**config.mk**
```make
export PLATFORM = sky130hd
export DESIGN_NAME = auc_uart
export DESIGN_NICKNAME = d
export VERILOG_FILES = /design/src/core/auc_pkg.sv /design/src/core/auc_uart.sv
export SDC_FILE = /design/constraint.sdc
export NUM_CORES = 1
export LEC_CHECK = 0
export ABC_AREA = 1
export BUFFER_PORTS_ARGS = -buffer_cell sky130_fd_sc_hd__buf_2
export CORE_MARGIN = 2
export CORE_UTILIZATION = 58
export DETAILED_ROUTE_END_ITERATION = 7
export MAX_ROUTING_LAYER = met4
export PLACE_DENSITY = 0.8
export SLEW_MARGIN = 20
export SYNTH_ARGS = -nofsm -noshare
export SYNTH_HDL_FRONTEND = slang
export SYNTH_SLANG_ARGS = --single-unit
```
**constraint.sdc**
```tcl
create_clock -name i_clock -period 4.1 [get_ports i_clock]
set_input_delay 0.205 -clock i_clock [delete_from_list [all_inputs] [get_ports i_clock]]
set_output_delay 0.205 -clock i_clock [all_outputs]
set_load 0.01 [all_outputs]
```
**src/core/auc_pkg.sv**
```systemverilog
// Constants shared by the asynchronous serial channel.
// Assumes a 32-bit APB master and one system clock.
package auc_pkg;
	// Register byte addresses
	localparam logic [7:0] ADDR_TB  = 8'h00;
	localparam logic [7:0] ADDR_RB  = 8'h04;
	localparam logic [7:0] ADDR_BRG = 8'h08;
	localparam logic [7:0] ADDR_MR  = 8'h0c;
	localparam logic [7:0] ADDR_C0  = 8'h10;
	localparam logic [7:0] ADDR_C1  = 8'h14;
	// Mode control fields
	localparam int MR_CLOCK_SOURCE_DIR = 3;
	localparam int MR_STOP_LENGTH_SEL  = 4;
	localparam int MR_PRY   = 5;
	localparam int MR_PARITY_ENABLE_BIT  = 6;
	// Control zero fields
	localparam int C0_TX_SHIFT_EMPTY_FLAG = 3;
	localparam int C0_NCH   = 5;
	localparam int C0_CLOCK_POLARITY_SEL = 6;
	localparam int C0_BIT_ORDER_SEL = 7;
	// Control one fields
	localparam int C1_TE  = 0;
	localparam int C1_TI  = 1;
	localparam int C1_RE  = 2;
	localparam int C1_RI  = 3;
	localparam int C1_IRS = 4;
	localparam int C1_RRM = 5;
	// Receive buffer flag positions
	localparam int RB_OER = 12;
	localparam int RB_FER = 13;
	localparam int RB_PER = 14;
	localparam int RB_SUM = 15;
	// Serial mode field values
	localparam logic [2:0] SMD_7 = 3'h4;
	localparam logic [2:0] SMD_8 = 3'h5;
	localparam logic [2:0] SMD_9 = 3'h6;
	// Prescaler source select and limits
	localparam logic [1:0] SRC_F8  = 2'h1;
	localparam logic [1:0] SRC_F32 = 2'h2;
	localparam logic [4:0] PRE_LIM8  = 5'h07;
	localparam logic [4:0] PRE_LIM32 = 5'h1f;
	// Sixteen-times oversampling points
	localparam logic [3:0] OVS_MID  = 4'h7;
	localparam logic [3:0] OVS_LAST = 4'hf;
	// Reset values
	localparam logic [7:0] REG_RST = 8'h00;
	// Shared frame state, one bit changing per step from idle through parity to stop
	typedef enum logic [2:0] {
		ST_IDLE  = 3'b000,
		ST_START = 3'b001,
		ST_DATA  = 3'b011,
		ST_PAR   = 3'b010,
		ST_STOP  = 3'b110
	} auc_state_t;
endpackage

```
**src/core/auc_uart.sv**
```systemverilog
// One asynchronous serial channel with APB registers.
// Assumes synchronous pin inputs and a 32-bit APB master.
//
// Added by the designer: register access over APB and the placing of the registers.
`timescale 1ns/1ns
module auc_uart
	import auc_pkg::*;
(
	input  wire logic        i_clock,
	input  wire logic        i_sys_rst,
	input  wire logic        i_psel,
	input  wire logic        i_penable,
	input  wire logic        i_pwrite,
	input  wire logic [7:0]  i_paddr,
	input  wire logic [31:0] i_pwdata,
	input  wire logic [3:0]  i_pstrb,
	output logic      [31:0] o_prdata,
	output logic             o_pready,
	output logic             o_pslverr,
	input  wire logic        i_serial_in,
	input  wire logic        i_serial_clock_pin,
	output logic             o_serial_out_pin_o,
	output logic             o_serial_out_pin_oe_n,
	output logic             o_tx_irq,
	output logic             o_rx_irq
);
	////////////////////////////////////////////////////////////////////
	logic [7:0]  brg_reg, mr_reg, c0_reg, c1_reg;
	logic [8:0]  tbuf_reg, rb_data_reg;
	logic        ti_reg, ri_reg, oer_reg, fer_reg, per_reg;
	logic        pready_reg, slverr_reg;
	logic [31:0] prdata_reg;
	logic [4:0]  pre_cnt_reg;
	logic [7:0]  brg_cnt_reg;
	logic        clk_d_reg, rx_d_reg;
	auc_state_t  tx_state_reg, tx_state_next, rx_state_reg;
	logic [3:0]  tx_ovs_reg, tx_bit_reg, rx_ovs_reg, rx_bit_reg;
	logic [8:0]  tx_shift_reg, rx_shift_reg;
	logic        tx_par_reg, tx_stop2_reg, rx_stop2_reg;
	logic        rx_ovr_reg, rx_fer_reg, rx_per_reg;
	logic        pin_o_reg, pin_oe_n_reg, tx_irq_reg, rx_irq_reg;

	// Bus decode
	wire acc     = i_psel & i_penable;
	wire fin     = acc & pready_reg;
	wire wr      = fin & i_pwrite;
	wire rd      = fin & ~i_pwrite;
	wire sel_tb  = i_paddr == ADDR_TB;
	wire sel_rb  = i_paddr == ADDR_RB;
	wire sel_brg = i_paddr == ADDR_BRG;
	wire sel_mr  = i_paddr == ADDR_MR;
	wire sel_c0  = i_paddr == ADDR_C0;
	wire sel_c1  = i_paddr == ADDR_C1;
	wire mapped  = sel_tb | sel_rb | sel_brg | sel_mr | sel_c0 | sel_c1;
	wire wr_tbl  = wr & sel_tb & i_pstrb[0];
	wire wr_tbh  = wr & sel_tb & i_pstrb[1];
	wire rd_rb   = rd & sel_rb;

	// Mode fields
	wire [2:0] smd   = mr_reg[2:0];
	wire uart_mode   = smd == SMD_7 || smd == SMD_8 || smd == SMD_9;
	wire stop_length_sel        = mr_reg[MR_STOP_LENGTH_SEL];
	wire odd_par     = mr_reg[MR_PRY];
	wire par_en      = mr_reg[MR_PARITY_ENABLE_BIT];
	wire open_drain_sel         = c0_reg[C0_NCH];
	wire clock_polarity_sel       = c0_reg[C0_CLOCK_POLARITY_SEL];
	wire te          = c1_reg[C1_TE];
	wire re          = c1_reg[C1_RE];
	wire irs         = c1_reg[C1_IRS];
	wire rrm         = c1_reg[C1_RRM];
	// Order select only counts at eight bits
	wire msb_first   = c0_reg[C0_BIT_ORDER_SEL] && smd == SMD_8;
	// Character length and its mask
	wire [3:0] nbits = smd == SMD_7 ? 4'h7 :
		smd == SMD_9 ? 4'h9 : 4'h8;
	wire [8:0] dmask = smd == SMD_7 ? 9'h07f :
		smd == SMD_9 ? 9'h1ff : 9'h0ff;
	wire [3:0] last_bit = nbits - 4'h1;

	// Status and read mux
	wire tx_shift_empty_flag = tx_state_reg == ST_IDLE;
	wire sum   = oer_reg | fer_reg | per_reg;
	wire [31:0] rb_word = {16'h0000, sum, per_reg, fer_reg, oer_reg,
		3'h0, rb_data_reg};
	wire [7:0] c0_rd = {c0_reg[7:4], tx_shift_empty_flag, c0_reg[2:0]};
	wire [7:0] c1_rd = {c1_reg[7:4], ri_reg, c1_reg[2], ti_reg, c1_reg[0]};
	wire [31:0] rd_mux = sel_rb ? rb_word :
		sel_brg ? {24'h000000, brg_reg} :
		sel_mr  ? {24'h000000, mr_reg} :
		sel_c0  ? {24'h000000, c0_rd} :
		sel_c1  ? {24'h000000, c1_rd} : 32'h00000000;

	////////////////////////////////////////////////////////////////////
	// APB answer one cycle into the access phase
	always_ff @(posedge i_clock or posedge i_sys_rst)
	begin
		if (i_sys_rst)
		begin
			pready_reg <= 1'b0;
			slverr_reg <= 1'b0;
			prdata_reg <= 32'h00000000;
		end
		else
		begin
			pready_reg <= acc & ~pready_reg;
			slverr_reg <= acc & ~pready_reg & ~mapped;
			prdata_reg <= (acc & ~pready_reg & ~i_pwrite) ? rd_mux
				: 32'h00000000;
		end
	end

	// Plain control registers; status bits are merged on read
	always_ff @(posedge i_clock or posedge i_sys_rst)
	begin
		if (i_sys_rst)
		begin
			brg_reg <= REG_RST;
			mr_reg  <= REG_RST;
			c0_reg  <= REG_RST;
			c1_reg  <= REG_RST;
		end
		else if (wr & i_pstrb[0])
		begin
			if (sel_brg)
				brg_reg <= i_pwdata[7:0];
			if (sel_mr)
				mr_reg <= i_pwdata[7:0];
			if (sel_c0)
				c0_reg <= i_pwdata[7:0];
			if (sel_c1)
				c1_reg <= i_pwdata[7:0];
		end
	end

	////////////////////////////////////////////////////////////////////
	// Prescaler and divider produce the 16x tick
	wire pre_tick = c0_reg[1:0] == SRC_F8 ? pre_cnt_reg[2:0] ==
		PRE_LIM8[2:0] : c0_reg[1:0] == SRC_F32 ?
		pre_cnt_reg == PRE_LIM32 : 1'b1;
	// Pin edge chosen by polarity: rising for 0, falling for 1
	wire ext_edge = clock_polarity_sel ? (clk_d_reg & ~i_serial_clock_pin) :
		(~clk_d_reg & i_serial_clock_pin);
	wire brg_src = mr_reg[MR_CLOCK_SOURCE_DIR] ? ext_edge : pre_tick;
	wire os_tick = brg_src && brg_cnt_reg == 8'h00;

	always_ff @(posedge i_clock or posedge i_sys_rst)
	begin
		if (i_sys_rst)
		begin
			pre_cnt_reg <= 5'h00;
			brg_cnt_reg <= 8'h00;
			clk_d_reg   <= 1'b0;
			rx_d_reg    <= 1'b1;
		end
		else
		begin
			pre_cnt_reg <= pre_cnt_reg + 5'h01;
			clk_d_reg   <= i_serial_clock_pin;
			rx_d_reg    <= i_serial_in;
			// Divide by value plus one
			if (brg_src)
				brg_cnt_reg <= os_tick ? brg_reg
					: brg_cnt_reg - 8'h01;
		end
	end

	////////////////////////////////////////////////////////////////////
	// Transmitter
	// Explicit bit swap keeps the select a plain concatenation
	wire [8:0] tb_load = msb_first ? {1'b0, tbuf_reg[0], tbuf_reg[1],
		tbuf_reg[2], tbuf_reg[3], tbuf_reg[4], tbuf_reg[5],
		tbuf_reg[6], tbuf_reg[7]} : tbuf_reg;
	wire tx_go  = tx_state_reg == ST_IDLE && te && !ti_reg
		&& uart_mode && os_tick;
	wire tx_end = os_tick && tx_ovs_reg == OVS_LAST;
	wire tx_fin = tx_end && tx_state_reg == ST_STOP
		&& (!stop_length_sel || tx_stop2_reg);

	// Next state of the frame sequence
	always_comb
	begin
		tx_state_next = tx_state_reg;
		case (tx_state_reg)
			ST_IDLE:
				if (tx_go)
					tx_state_next = ST_START;
			ST_START:
				if (tx_end)
					tx_state_next = ST_DATA;
			ST_DATA:
				if (tx_end && tx_bit_reg == last_bit)
					tx_state_next = par_en ? ST_PAR : ST_STOP;
			ST_PAR:
				if (tx_end)
					tx_state_next = ST_STOP;
			ST_STOP:
				if (tx_fin)
					tx_state_next = ST_IDLE;
			default:
				tx_state_next = ST_IDLE;
		endcase
	end

	// Line level of the current bit
	wire tx_level = tx_state_reg == ST_START ? 1'b0 :
		tx_state_reg == ST_DATA ? tx_shift_reg[0] :
		tx_state_reg == ST_PAR ? tx_par_reg : 1'b1;

	always_ff @(posedge i_clock or posedge i_sys_rst)
	begin
		if (i_sys_rst)
		begin
			tx_state_reg <= ST_IDLE;
			tx_ovs_reg   <= 4'h0;
			tx_bit_reg   <= 4'h0;
			tx_shift_reg <= 9'h000;
			tx_par_reg   <= 1'b0;
			tx_stop2_reg <= 1'b0;
		end
		else
		begin
			tx_state_reg <= tx_state_next;
			if (tx_go)
			begin
				tx_ovs_reg   <= 4'h0;
				tx_bit_reg   <= 4'h0;
				tx_stop2_reg <= 1'b0;
				tx_shift_reg <= tb_load;
				// Odd sense adds a one to an even count
				tx_par_reg <= ^(tbuf_reg & dmask) ^ odd_par;
			end
			else if (os_tick)
				tx_ovs_reg <= tx_ovs_reg + 4'h1;
			if (tx_end && tx_state_reg == ST_DATA)
			begin
				tx_shift_reg <= {1'b0, tx_shift_reg[8:1]};
				tx_bit_reg   <= tx_bit_reg + 4'h1;
			end
			if (tx_end && tx_state_reg == ST_STOP)
				tx_stop2_reg <= 1'b1;
		end
	end

	// Pin drive; open drain only ever pulls low
	always_ff @(posedge i_clock or posedge i_sys_rst)
	begin
		if (i_sys_rst)
		begin
			pin_o_reg    <= 1'b1;
			pin_oe_n_reg <= 1'b0;
		end
		else if (open_drain_sel)
		begin
			pin_o_reg    <= 1'b0;
			pin_oe_n_reg <= tx_level | ~uart_mode;
		end
		else
		begin
			pin_o_reg    <= tx_level | ~uart_mode;
			pin_oe_n_reg <= 1'b0;
		end
	end

	////////////////////////////////////////////////////////////////////
	// Receiver, mid-bit sampling on the 16x tick
	wire rx_mid  = os_tick && rx_ovs_reg == OVS_MID;
	wire rx_end  = os_tick && rx_ovs_reg == OVS_LAST;
	wire rx_go   = rx_state_reg == ST_IDLE && re && uart_mode
		&& rx_d_reg && !i_serial_in;
	wire [8:0] rx_word = (rx_shift_reg >> (4'h9 - nbits)) & dmask;
	wire [8:0] rx_data = msb_first ? {1'b0, rx_word[0], rx_word[1],
		rx_word[2], rx_word[3], rx_word[4], rx_word[5],
		rx_word[6], rx_word[7]} : rx_word;
	wire rx_final = !stop_length_sel || rx_stop2_reg;
	// Bit just ahead of the final stop bit
	wire pre_stop = (rx_state_reg == ST_DATA && rx_bit_reg == last_bit
		&& !par_en && !stop_length_sel) || (rx_state_reg == ST_PAR && !stop_length_sel)
		|| (rx_state_reg == ST_STOP && stop_length_sel && !rx_stop2_reg);
	wire ovr_now  = rx_mid && pre_stop && ri_reg;
	wire rx_done  = rx_mid && rx_state_reg == ST_STOP && rx_final;
	wire rx_ovr   = rx_ovr_reg | ovr_now;
	wire stop_bad = !i_serial_in;

	always_ff @(posedge i_clock or posedge i_sys_rst)
	begin
		if (i_sys_rst)
		begin
			rx_state_reg <= ST_IDLE;
			rx_ovs_reg   <= 4'h0;
			rx_bit_reg   <= 4'h0;
			rx_shift_reg <= 9'h000;
			rx_stop2_reg <= 1'b0;
			rx_ovr_reg   <= 1'b0;
			rx_fer_reg   <= 1'b0;
			rx_per_reg   <= 1'b0;
		end
		else
		begin
			if (os_tick)
				rx_ovs_reg <= rx_ovs_reg + 4'h1;
			if (ovr_now)
				rx_ovr_reg <= 1'b1;
			case (rx_state_reg)
				ST_IDLE:
					if (rx_go)
					begin
						rx_state_reg <= ST_START;
						rx_ovs_reg   <= 4'h0;
						rx_bit_reg   <= 4'h0;
						rx_stop2_reg <= 1'b0;
						rx_ovr_reg   <= 1'b0;
						rx_fer_reg   <= 1'b0;
						rx_per_reg   <= 1'b0;
					end
				ST_START:
					// A glitch that is high at mid-bit is no start
					if (rx_mid && i_serial_in)
						rx_state_reg <= ST_IDLE;
					else if (rx_end)
						rx_state_reg <= ST_DATA;
				ST_DATA:
				begin
					if (rx_mid)
						rx_shift_reg <= {i_serial_in, rx_shift_reg[8:1]};
					if (rx_end)
					begin
						rx_bit_reg <= rx_bit_reg + 4'h1;
						if (rx_bit_reg == last_bit)
							rx_state_reg <= par_en ? ST_PAR : ST_STOP;
					end
				end
				ST_PAR:
				begin
					if (rx_mid)
						rx_per_reg <= ^rx_word ^ i_serial_in
							^ odd_par;
					if (rx_end)
						rx_state_reg <= ST_STOP;
				end
				ST_STOP:
				begin
					if (rx_mid && stop_bad)
						rx_fer_reg <= 1'b1;
					if (rx_done)
						rx_state_reg <= ST_IDLE;
					else if (rx_end)
						rx_stop2_reg <= 1'b1;
				end
				default:
					rx_state_reg <= ST_IDLE;
			endcase
		end
	end

	////////////////////////////////////////////////////////////////////
	// Buffers and flags; receive set wins over a read clear, but a read clear of ti wins over the load
	always_ff @(posedge i_clock or posedge i_sys_rst)
	begin
		if (i_sys_rst)
		begin
			tbuf_reg    <= 9'h000;
			rb_data_reg <= 9'h000;
			ti_reg      <= 1'b1;
			ri_reg      <= 1'b0;
			oer_reg     <= 1'b0;
			fer_reg     <= 1'b0;
			per_reg     <= 1'b0;
		end
		else
		begin
			if (wr_tbl)
				tbuf_reg[7:0] <= i_pwdata[7:0];
			if (wr_tbh)
				tbuf_reg[8] <= i_pwdata[8];
			// A fresh write beats the load so no character is lost
			if (wr_tbl || (rd_rb && rrm))
				ti_reg <= 1'b0;
			else if (tx_go)
				ti_reg <= 1'b1;
			if (rx_done && rx_ovr)
				oer_reg <= 1'b1;
			else if (!re)
				oer_reg <= 1'b0;
			if (rx_done && !rx_ovr)
			begin
				rb_data_reg <= rx_data;
				ri_reg      <= 1'b1;
				fer_reg     <= rx_fer_reg | stop_bad;
				per_reg     <= rx_per_reg;
			end
			else if (rd_rb)
			begin
				ri_reg  <= 1'b0;
				fer_reg <= 1'b0;
				per_reg <= 1'b0;
			end
		end
	end

	// Request pulses; overrun raises none
	always_ff @(posedge i_clock or posedge i_sys_rst)
	begin
		if (i_sys_rst)
		begin
			tx_irq_reg <= 1'b0;
			rx_irq_reg <= 1'b0;
		end
		else
		begin
			tx_irq_reg <= (tx_go && !irs) || (tx_fin && irs);
			rx_irq_reg <= rx_done && !rx_ovr;
		end
	end

	assign o_prdata              = prdata_reg;
	assign o_pready              = pready_reg;
	assign o_pslverr             = slverr_reg;
	assign o_serial_out_pin_o    = pin_o_reg;
	assign o_serial_out_pin_oe_n = pin_oe_n_reg;
	assign o_tx_irq              = tx_irq_reg;
	assign o_rx_irq              = rx_irq_reg;
endmodule

```
==> results of run 1 <==
-- worst register-to-register path, delay by kind of cell (launching register included) --
family          cells  cell delay [ps]
buf+inv             2              500
fa+ha+maj           2              370
flops               1              370
compound gates      1               90
simple gates        9             1670
-- where the power goes --
part	total, W	internal [W]	switching, W	leakage (nW)
sequential	0.00146	0.00139	0.0000669	1.73
clock	0.00154	0.000951	0.000586	0.275
combinational	0.000460	0.000154	0.000306	1.90
-- cells by family (layout without fill, tap and decap cells) --
kind of cell / Yosys count / in the layout / synth area share
xor gates and xnor gates: 18 / 18 / 0.0227
other: 1 / 19 / 0.000540
and+or+nand+nor: 407 / 407 / 0.254
muxes: 2 / 2 / 0.00306
AOI/OAI and AO/OA: 175 / 175 / 0.136
buffers and inverters: 146 / 188 / 0.0930
DFF: 132 / 132 / 0.476
adders and majority gates: 8 / 8 / 0.0144
-- area by class of cell --
class	instances	area, sq um
multi-input combinational	629	3060
sequential	132	3310
inverter	105	397
clock inverter	13	160
tap	143	179
timing repair buffer	51	283
clock buffer	19	433
fill	962	3750
-- worst max path at each step --
| stage | start | end | slack [ps] | cells after the start |
|---|---|---|---|---|
| global route | pre_cnt_reg[0] | tx_bit_reg[2] | 660 | 14 |
| global placement | pre_cnt_reg[0] | tx_bit_reg[0] | 1040 | 14 |
| detailed placement | pre_cnt_reg[0] | tx_bit_reg[0] | 1000 | 14 |
| CTS | pre_cnt_reg[0] | tx_bit_reg[0] | 990 | 14 |
| finish | pre_cnt_reg[0] | tx_bit_reg[0] | 990 | 14 |
| floorplan | i_sys_rst | brg_cnt_reg[0] | 370 | 1 |
-- routing by layer --
layer / vias to the layer above / part of all wire
met1: 2874 / 0.44
met4: 0 / 0.023
met3: 40 / 0.056
met5: - / 0
met2: 195 / 0.48
li1: 2968 / -
-- through the flow --
stage               total power, W  std cells
finish                     0.00346       1092
global route               0.00362       1092
CTS                        0.00346       1092
detailed placement         0.00192       1056
global placement           0.00191       1056
floorplan                  0.00184        907
-- cell usage in the layout, fill, tap and decap left out, types with 3 or more instances in the layout --
cell / synthesis / final
a21oi_1: 29 / 29
buf_2: 6 / 44
buf_4: 22 / 3
bufinv_16: 0 / 3
clkbuf_16: 0 / 17
clkinv_2: 0 / 3
clkinvlp_4: 0 / 5
conb_1: 1 / 19
dfrtp_1: 129 / 129
dfstp_2: 3 / 3
dlygate4sd3_1: 0 / 4
ha_1: 8 / 8
inv_1: 98 / 97
inv_2: 5 / 5
nand2_1: 225 / 225
nand2_2: 3 / 3
nand3_1: 69 / 69
nand4_1: 8 / 8
nor2_1: 67 / 67
nor3_1: 17 / 17
o211ai_1: 17 / 17
o21ai_0: 104 / 104
o21ai_1: 17 / 17
xnor2_1: 8 / 8
xor2_1: 10 / 10
-- timing repair --
item | 4_1_cts | 5_1_grt
setup endpoints to repair | 0 | 0
hold endpoints to repair | 67 | 0
hold buffers | 4 | 0
==> run summary, run 1 <==
Ports = 89
Antenna Nets Post-Route = 0
Synthesis Warnings = 0
Initial Util = 0.600
Root Driver = clkbuf_16
Final worst slack = 985 ps
Reg2Reg Launch Point = pre_cnt_reg[0]
CTS max path bufs = 2
MaxCap Viol Count = 0
Worst Clk Skew = 7.07 ps
Initial drt markers = 575
Post-Syn Instances = 889
Reg-to-reg endpoint = tx_bit_reg[0]
Buf/Inv on CP = 2
NumNets Final = 995
DIE WIDTH = 113 um
Post-cts sizing count = 0
Type of the worst setup path = flop to flop
Worst path most repeated cell = nand2_1
Final TNS setup = 0 ps
P per Cell Area = 442 mW/mm^2
Hold path endpoint = tbuf_reg[8]
Setup slack, reg-to-reg = 990 ps
Mean routed wirelength per cell = 15.2 um
Detailed-route via count = 6077
Final min period = 3110 ps
Syn-to-layout area delta = 12.6%
Endpoints failing setup = 0
Final Max Slew Viols = 0
Total grt overflow = 0
Final Hold Viols = 0
Pin count of the biggest net entering global routing = 69
Post-synth EDFFs = 0
CP Cell Sequence = ha_1, nand2_1, nor2_1, ha_1, nand3b_1, nand3_1, nand2_1, nand2_4, inv_2, nand2_2, nor3_4, inv_2, nand2_1, o21ai_0
Initial antenna violation count = 0
Worst r2r path cells = 14
Core Footprint = 0.0116 sq mm
Top-count cell post-synth = nand2_1
Final Cycle Share = 0.760
Synth area leader = dfrtp_1
Min-Delay Path Class = primary input to flop
Fin util = 0.676
Number of global-route vias before repair = 5833
Max VDD drop = 365 uV
GRT Max-Usage Layer = met2
CTS tree = built
Synth unique cells = 44
Num CTS Buffers = 17
Final Instance Area = 0.00782 sq mm
Vias/cell = 5.57
H-tree level count = 4
Met2 GRT Util = 0.446
Met3 usage in global routing = 0.0776
Hold path depth = 2
Data required, critical path = 4410 ps
1st-pass router iterations = 5
GRT Total Usage = 0.286
Worst skew pair latency = 430 ps
Data arrival, critical path = 3420 ps
Leak Pwr = 3.91 nW
PortBufs = 44
Area contributors post-synth = dfrtp_1, nand2_1, o21ai_0, inv_1, nand3_1
Layout cell share with drive strength beyond 1 = 0.109
Ys flop type = dfrtp_1
Drc violations = 0
Die height = 113 um
Diodes inserted = 0
Placed cell area = 0.00718 sq mm
Final wirelength = 16.6 mm
Area share of the largest cell type after synthesis = 0.465
Crit start category = flop
Highest clock rate = 321 MHz
Register area share after synthesis = 0.476
Synth async-reset ratio = 1.00
Worst Setup Slack post-DPL = 1000 ps
DIE AREA = 0.0129 sq mm
First-pass GRT wire length = 27.8 mm
Final Wtd Congestion = 0.936
Syn Std Cell Area = 0.00694 sq mm
Min Hold Slack = 14.9 ps
Post-CTS setup buffers = 0
Commonest cells post-synth = nand2_1, dfrtp_1, o21ai_0, inv_1, nand3_1
Slew headroom = 0.455
Worst-path fanout max = 15
Post-DP HPWL = 11.6 mm
Average size of a mapped cell = 7.81 sq um
M1 GR Usage = 0.367
Clk sinks = 132
Worst hold start = i_pwdata[8]
Slowest stage cell, crit path = nand2_1
Critical Path Max Stage Delay = 450 ps
RSZ-0062 raised after global routing = no
Max reg flops = 13
CTS clk-pin slew, worst paths = 60 ps
Status = completed
Measured slew at the worst slew-check pin = 818 ps
#FFs+latches synth = 132
Num rows = 39
CP endpoint kind = flop
Crit path max-delay family = simple AND/OR/NAND/NOR gates
No activity file was read; power rests on OpenSTA's default activity.
==> run 2: changes to the inputs <==
- CORE_UTILIZATION: 58 -> 53
- PLACE_DENSITY: 0.8 -> 0.77
- clock period: 4.1 -> 2.75 ns (I/O delays scaled with it)
==> run 2 against run 1 <==
Effect of this change: final area up 2.5%; critical path depth unchanged; non-clock buffer count up 14; critical path type unchanged; sequential power up 49%; register-to-register slack worse by 660 ps; global-route usage down 2.0 points; die area up 9.1%; hold slack better by 16 ps; via count up 0.51%; largest cell class unchanged; clock skew up 1.2 ps.
==> run summary, run 2 (synthesis results as in run 1) <==
Reg2Reg Launch Point = pre_cnt_reg[0]
Measured slew at the worst slew-check pin = 531 ps
Critical Path Max Stage Delay = 370 ps
Mean routed wirelength per cell = 15.0 um
Final Wtd Congestion = 0.897
Crit start category = flop
CTS max path bufs = 2
CTS clk-pin slew, worst paths = 60 ps
Data required, critical path = 3060 ps
CP endpoint kind = flop
Initial antenna violation count = 0
Die height = 118 um
CP endpoint = rb_data_reg[2]
Final Cycle Share = 0.881
DIE WIDTH = 118 um
Worst-path fanout max = 20
NumNets Final = 1009
M1 GR Usage = 0.358
P per Cell Area = 655 mW/mm^2
Worst Clk Skew = 8.28 ps
Worst r2r path cells = 14
Final Hold Viols = 0
MaxCap Viol Count = 0
Final min period = 2420 ps
Post-DP HPWL = 12.1 mm
Post-cts sizing count = 0
Initial Util = 0.546
Num rows = 41
Worst skew pair latency = 430 ps
Detailed-route via count = 6108
Num CTS Buffers = 17
Met3 usage in global routing = 0.0449
Type of the worst setup path = flop to flop
Total power = 0.00525 W
H-tree level count = 4
Worst Setup SP = pre_cnt_reg[0]
Reg-to-reg endpoint = rb_data_reg[2]
Post-CTS Hold Buffers = 7
Core Footprint = 0.0127 sq mm
Final Max Slew Viols = 0
Antenna Nets Post-Route = 0
Slowest stage cell, crit path = dfrtp_1
Cell count along the critical path = 14
Initial drt markers = 600
Number of global-route vias before repair = 5800
Slew headroom = 0.644
Min-Delay Path Class = primary input to flop
First-pass GRT wire length = 28.5 mm
Clk sinks = 132
Data arrival, critical path = 2730 ps
Final wirelength = 17.0 mm
Min Hold Slack = 30.4 ps
CTS tree = built
Highest clock rate = 413 MHz
PortBufs = 44
Buf/Inv on CP = 2
1st-pass router iterations = 5
Ports = 89
DIE AREA = 0.0140 sq mm
Met2 GRT Util = 0.405
Endpoints failing setup = 0
Root Driver = clkbuf_16
Commonest non-fill, non-tap cell in the layout = nand2_1
Max reg flops = 13
Crit path max-delay family = simple AND/OR/NAND/NOR gates
Drc violations = 0
CP Cell Sequence = ha_1, nand2_1, nor2_1, ha_1, nand3b_1, nand3_1, nand2_1, buf_4, nand3_2, nor3_1, nand3_1, buf_4, nand2_1, o21ai_1
Vias/cell = 5.38
Max VDD drop = 436 uV
Syn-to-layout area delta = 15.4%
Status = completed
Diodes inserted = 0
Layout cell share with drive strength beyond 1 = 0.118
Final TNS setup = 0 ps
Pin count of the biggest net entering global routing = 61
GRT Total Usage = 0.266
Total grt overflow = 0
Most frequent cells in the layout = nand2_1, dfrtp_1, o21ai_0
Worst path most repeated cell = nand2_1
GRT Max-Usage Layer = met2
Post-CTS setup buffers = 0
Leak Pwr = 4.01 nW
Setup slack, reg-to-reg = 330 ps
RSZ-0062 raised after global routing = no
==> run 2: worst min path at each step <==
stage,from,end,slack (ps),cells after the start
2_1_floorplan,i_serial_in,rx_d_reg,140,0
3_3_place_gp,i_sys_rst,brg_cnt_reg[2],200,2
3_5_place_dp,i_sys_rst,brg_cnt_reg[2],210,2
4_1_cts,i_pwdata[3],tbuf_reg[3],20,3
5_1_grt,i_pwdata[3],mr_reg[3],50,3
6_report,i_pwdata[3],tbuf_reg[3],30,3
==> run 2: area by class of cell <==
type                    instances  area (sq um)
clock buffers                  23           488
clock inverters                 9           125
fillers                      1134          4710
inverters                     105           398
multi-input cells             629          3060
flip-flops and latches        132          3310
well taps                     172           215
repair buffers                 65           420
==> run 2: metal layers <==
metal  vias to the layer above  wire length, um
met5                         -                0
met3                        38              873
met1                      2878             7620
met2                       201             8180
met4                         0              348
li1                       2991                -
==> run 2: metrics by stage <==
stage | cells | area [sq um] | setup slack, ps | utilization
6_report | 1135 | 8010 | 326 | 0.630
3_5_place_dp | 1096 | 7330 | 347 | 0.576
5_1_grt | 1135 | 8010 | 16.9 | 0.630
3_3_place_gp | 1096 | 7330 | 436 | 0.576
2_1_floorplan | 907 | 7010 | 714 | -
4_1_cts | 1135 | 8010 | 297 | 0.630
==> run 2: where the power goes <==
part | switching (W) | internal (W)
registers | 0.0000993 | 0.00207
logic | 0.000471 | 0.000241
clock network | 0.000848 | 0.00151
total | 0.00142 | 0.00383
==> run 2: tightest hold or removal path, delay by kind of cell <==
family / cells / cell delay, ps
AOI/OAI and AO/OA: 1 / 150
buffers and inverters: 2 / 130
==> run 3: changes to the inputs <==
- CORE_UTILIZATION: 53 -> 58
- PLACE_DENSITY: 0.77 -> 0.8
- clock period: 2.75 -> 2.5 ns (I/O delays scaled with it)
==> run 3 against run 2 <==
Effect of this change: first-iteration DRC count decreased by 17%; final area hardly changed; flip-flop and latch count unchanged.
==> run summary, run 3 (synthesis results as in run 1) <==
Worst skew pair latency = 440 ps
Initial Util = 0.600
Leak Pwr = 4.02 nW
Final TNS setup = 0 ps
Placed Cells = 1070
Initial antenna violation count = 0
Final worst slack = 209 ps
PortBufs = 44
Type of the worst setup path = flop to flop
Max VDD drop = 520 uV
Num rows = 39
Total grt overflow = 0
Post-DP HPWL = 11.9 mm
First-pass GRT wire length = 28.4 mm
Vias/cell = 5.62
Worst-path fanout max = 9
GRT Total Usage = 0.294
Max reg flops = 13
Root Driver = clkbuf_16
Syn-to-layout area delta = 15.4%
NumNets Final = 1012
CTS max path bufs = 2
Status = completed
Antenna Nets Post-Route = 0
Final min period = 2290 ps
Mean routed wirelength per cell = 15.4 um
Measured slew at the worst slew-check pin = 554 ps
DIE WIDTH = 113 um
1st-pass router iterations = 5
CP endpoint kind = flop
Non-filler cells, final = 1109
Setup slack, reg-to-reg = 210 ps
Most frequent cells in the layout = nand2_1, dfrtp_1, o21ai_0
RSZ-0062 raised after global routing = no
CTS clk-pin slew, worst paths = 60 ps
Slew headroom = 0.629
DIE AREA = 0.0129 sq mm
Final Hold Viols = 0
Initial drt markers = 501
Detailed-route via count = 6235
Crit start category = flop
Fillers = 931
Commonest non-fill, non-tap cell in the layout = nand2_1
Endpoints failing setup = 0
Layout cell share with drive strength beyond 1 = 0.125
Drc violations = 0
Diodes inserted = 0
Die height = 113 um
Data required, critical path = 2810 ps
Data arrival, critical path = 2600 ps
MaxCap Viol Count = 0
Final Wtd Congestion = 0.946
Worst Setup Slack post-DPL = 184 ps
Final wirelength = 17.1 mm
Pin count of the biggest net entering global routing = 49
Placed cell area = 0.00733 sq mm
Final Instance Area = 0.00802 sq mm
Clk sinks = 132
Ports = 89
H-tree level count = 4
Final Max Slew Viols = 0
Highest clock rate = 436 MHz
Number of global-route vias before repair = 5970
Final Cycle Share = 0.916
Num CTS Buffers = 17
P per Cell Area = 719 mW/mm^2
Core Footprint = 0.0116 sq mm
Post-CTS setup buffers = 0
Worst Clk Skew = 6.53 ps
CTS tree = built
Min-Delay Path Class = primary input to flop
[run 3: final timing paths]
kind | start | to | cells past startpoint
worst max-delay path | pre_cnt_reg[0] | tx_shift_reg[3] | 13
worst min-delay path | i_pwdata[3] | brg_reg[3] | 3
worst max register to register | pre_cnt_reg[0] | tx_shift_reg[3] | 13
worst min register to register | pre_cnt_reg[0] | pre_cnt_reg[0] | 1
max in group asynchronous | i_sys_rst | ti_reg | 4
min in group asynchronous | i_sys_rst | brg_reg[2] | 3
[run 3: cell type report]
cell class	instances	area, sq um	area share
well taps	143	179	0.0223
inverters	105	402	0.0501
clock buffers	17	425	0.0531
multi-input cells	629	3060	0.382
flip-flops and latches	132	3310	0.413
repair buffers	68	455	0.0568
clock inverters	15	189	0.0236
[run 3: worst max-delay path, cell delays in order, from the launching register on]
cell and delay, ps:
dfrtp_1 390, ha_1 220, nand2_1 60, nor2_1 40, ha_1 210, nand3b_1 160, nand3_1 80, nand2_1 170
nand2_4 160, inv_2 80, nand3b_2 140, clkinvlp_4 200, o211ai_1 150, nand3_1 100
[run 3: metal layers]
metal	up-vias	GRT usage	share of wire
li1	2997	-	-
met1	2979	0.375	0.42
met2	217	0.461	0.49
met3	42	0.0744	0.062
met4	0	0.105	0.024
met5	-	-	0
[run 3: power breakdown]
part | leakage [nW] | internal (W) | switching (W)
Combinational | 1.99 | 0.000267 | 0.000508
Clock | 0.294 | 0.00165 | 0.000948
Sequential | 1.73 | 0.00228 | 0.000104
Total | 4.02 | 0.00420 | 0.00156
[run 3: what timing repair did]
item / CTS / global route
setup endpoints to repair: 0 / 10
hold buffers: 7 / 0
hold endpoints to repair: 22 / 0
resized for setup: 0 / 2
[run 3: through the flow]
stage	hold WS, ps	util	power, W
6_report	15.5	0.693	0.00576
5_1_grt	44.6	0.693	0.00602
4_1_cts	13.9	0.693	0.00578
3_5_place_dp	179	0.634	0.00317
3_3_place_gp	175	0.634	0.00314
2_1_floorplan	129	-	0.00301
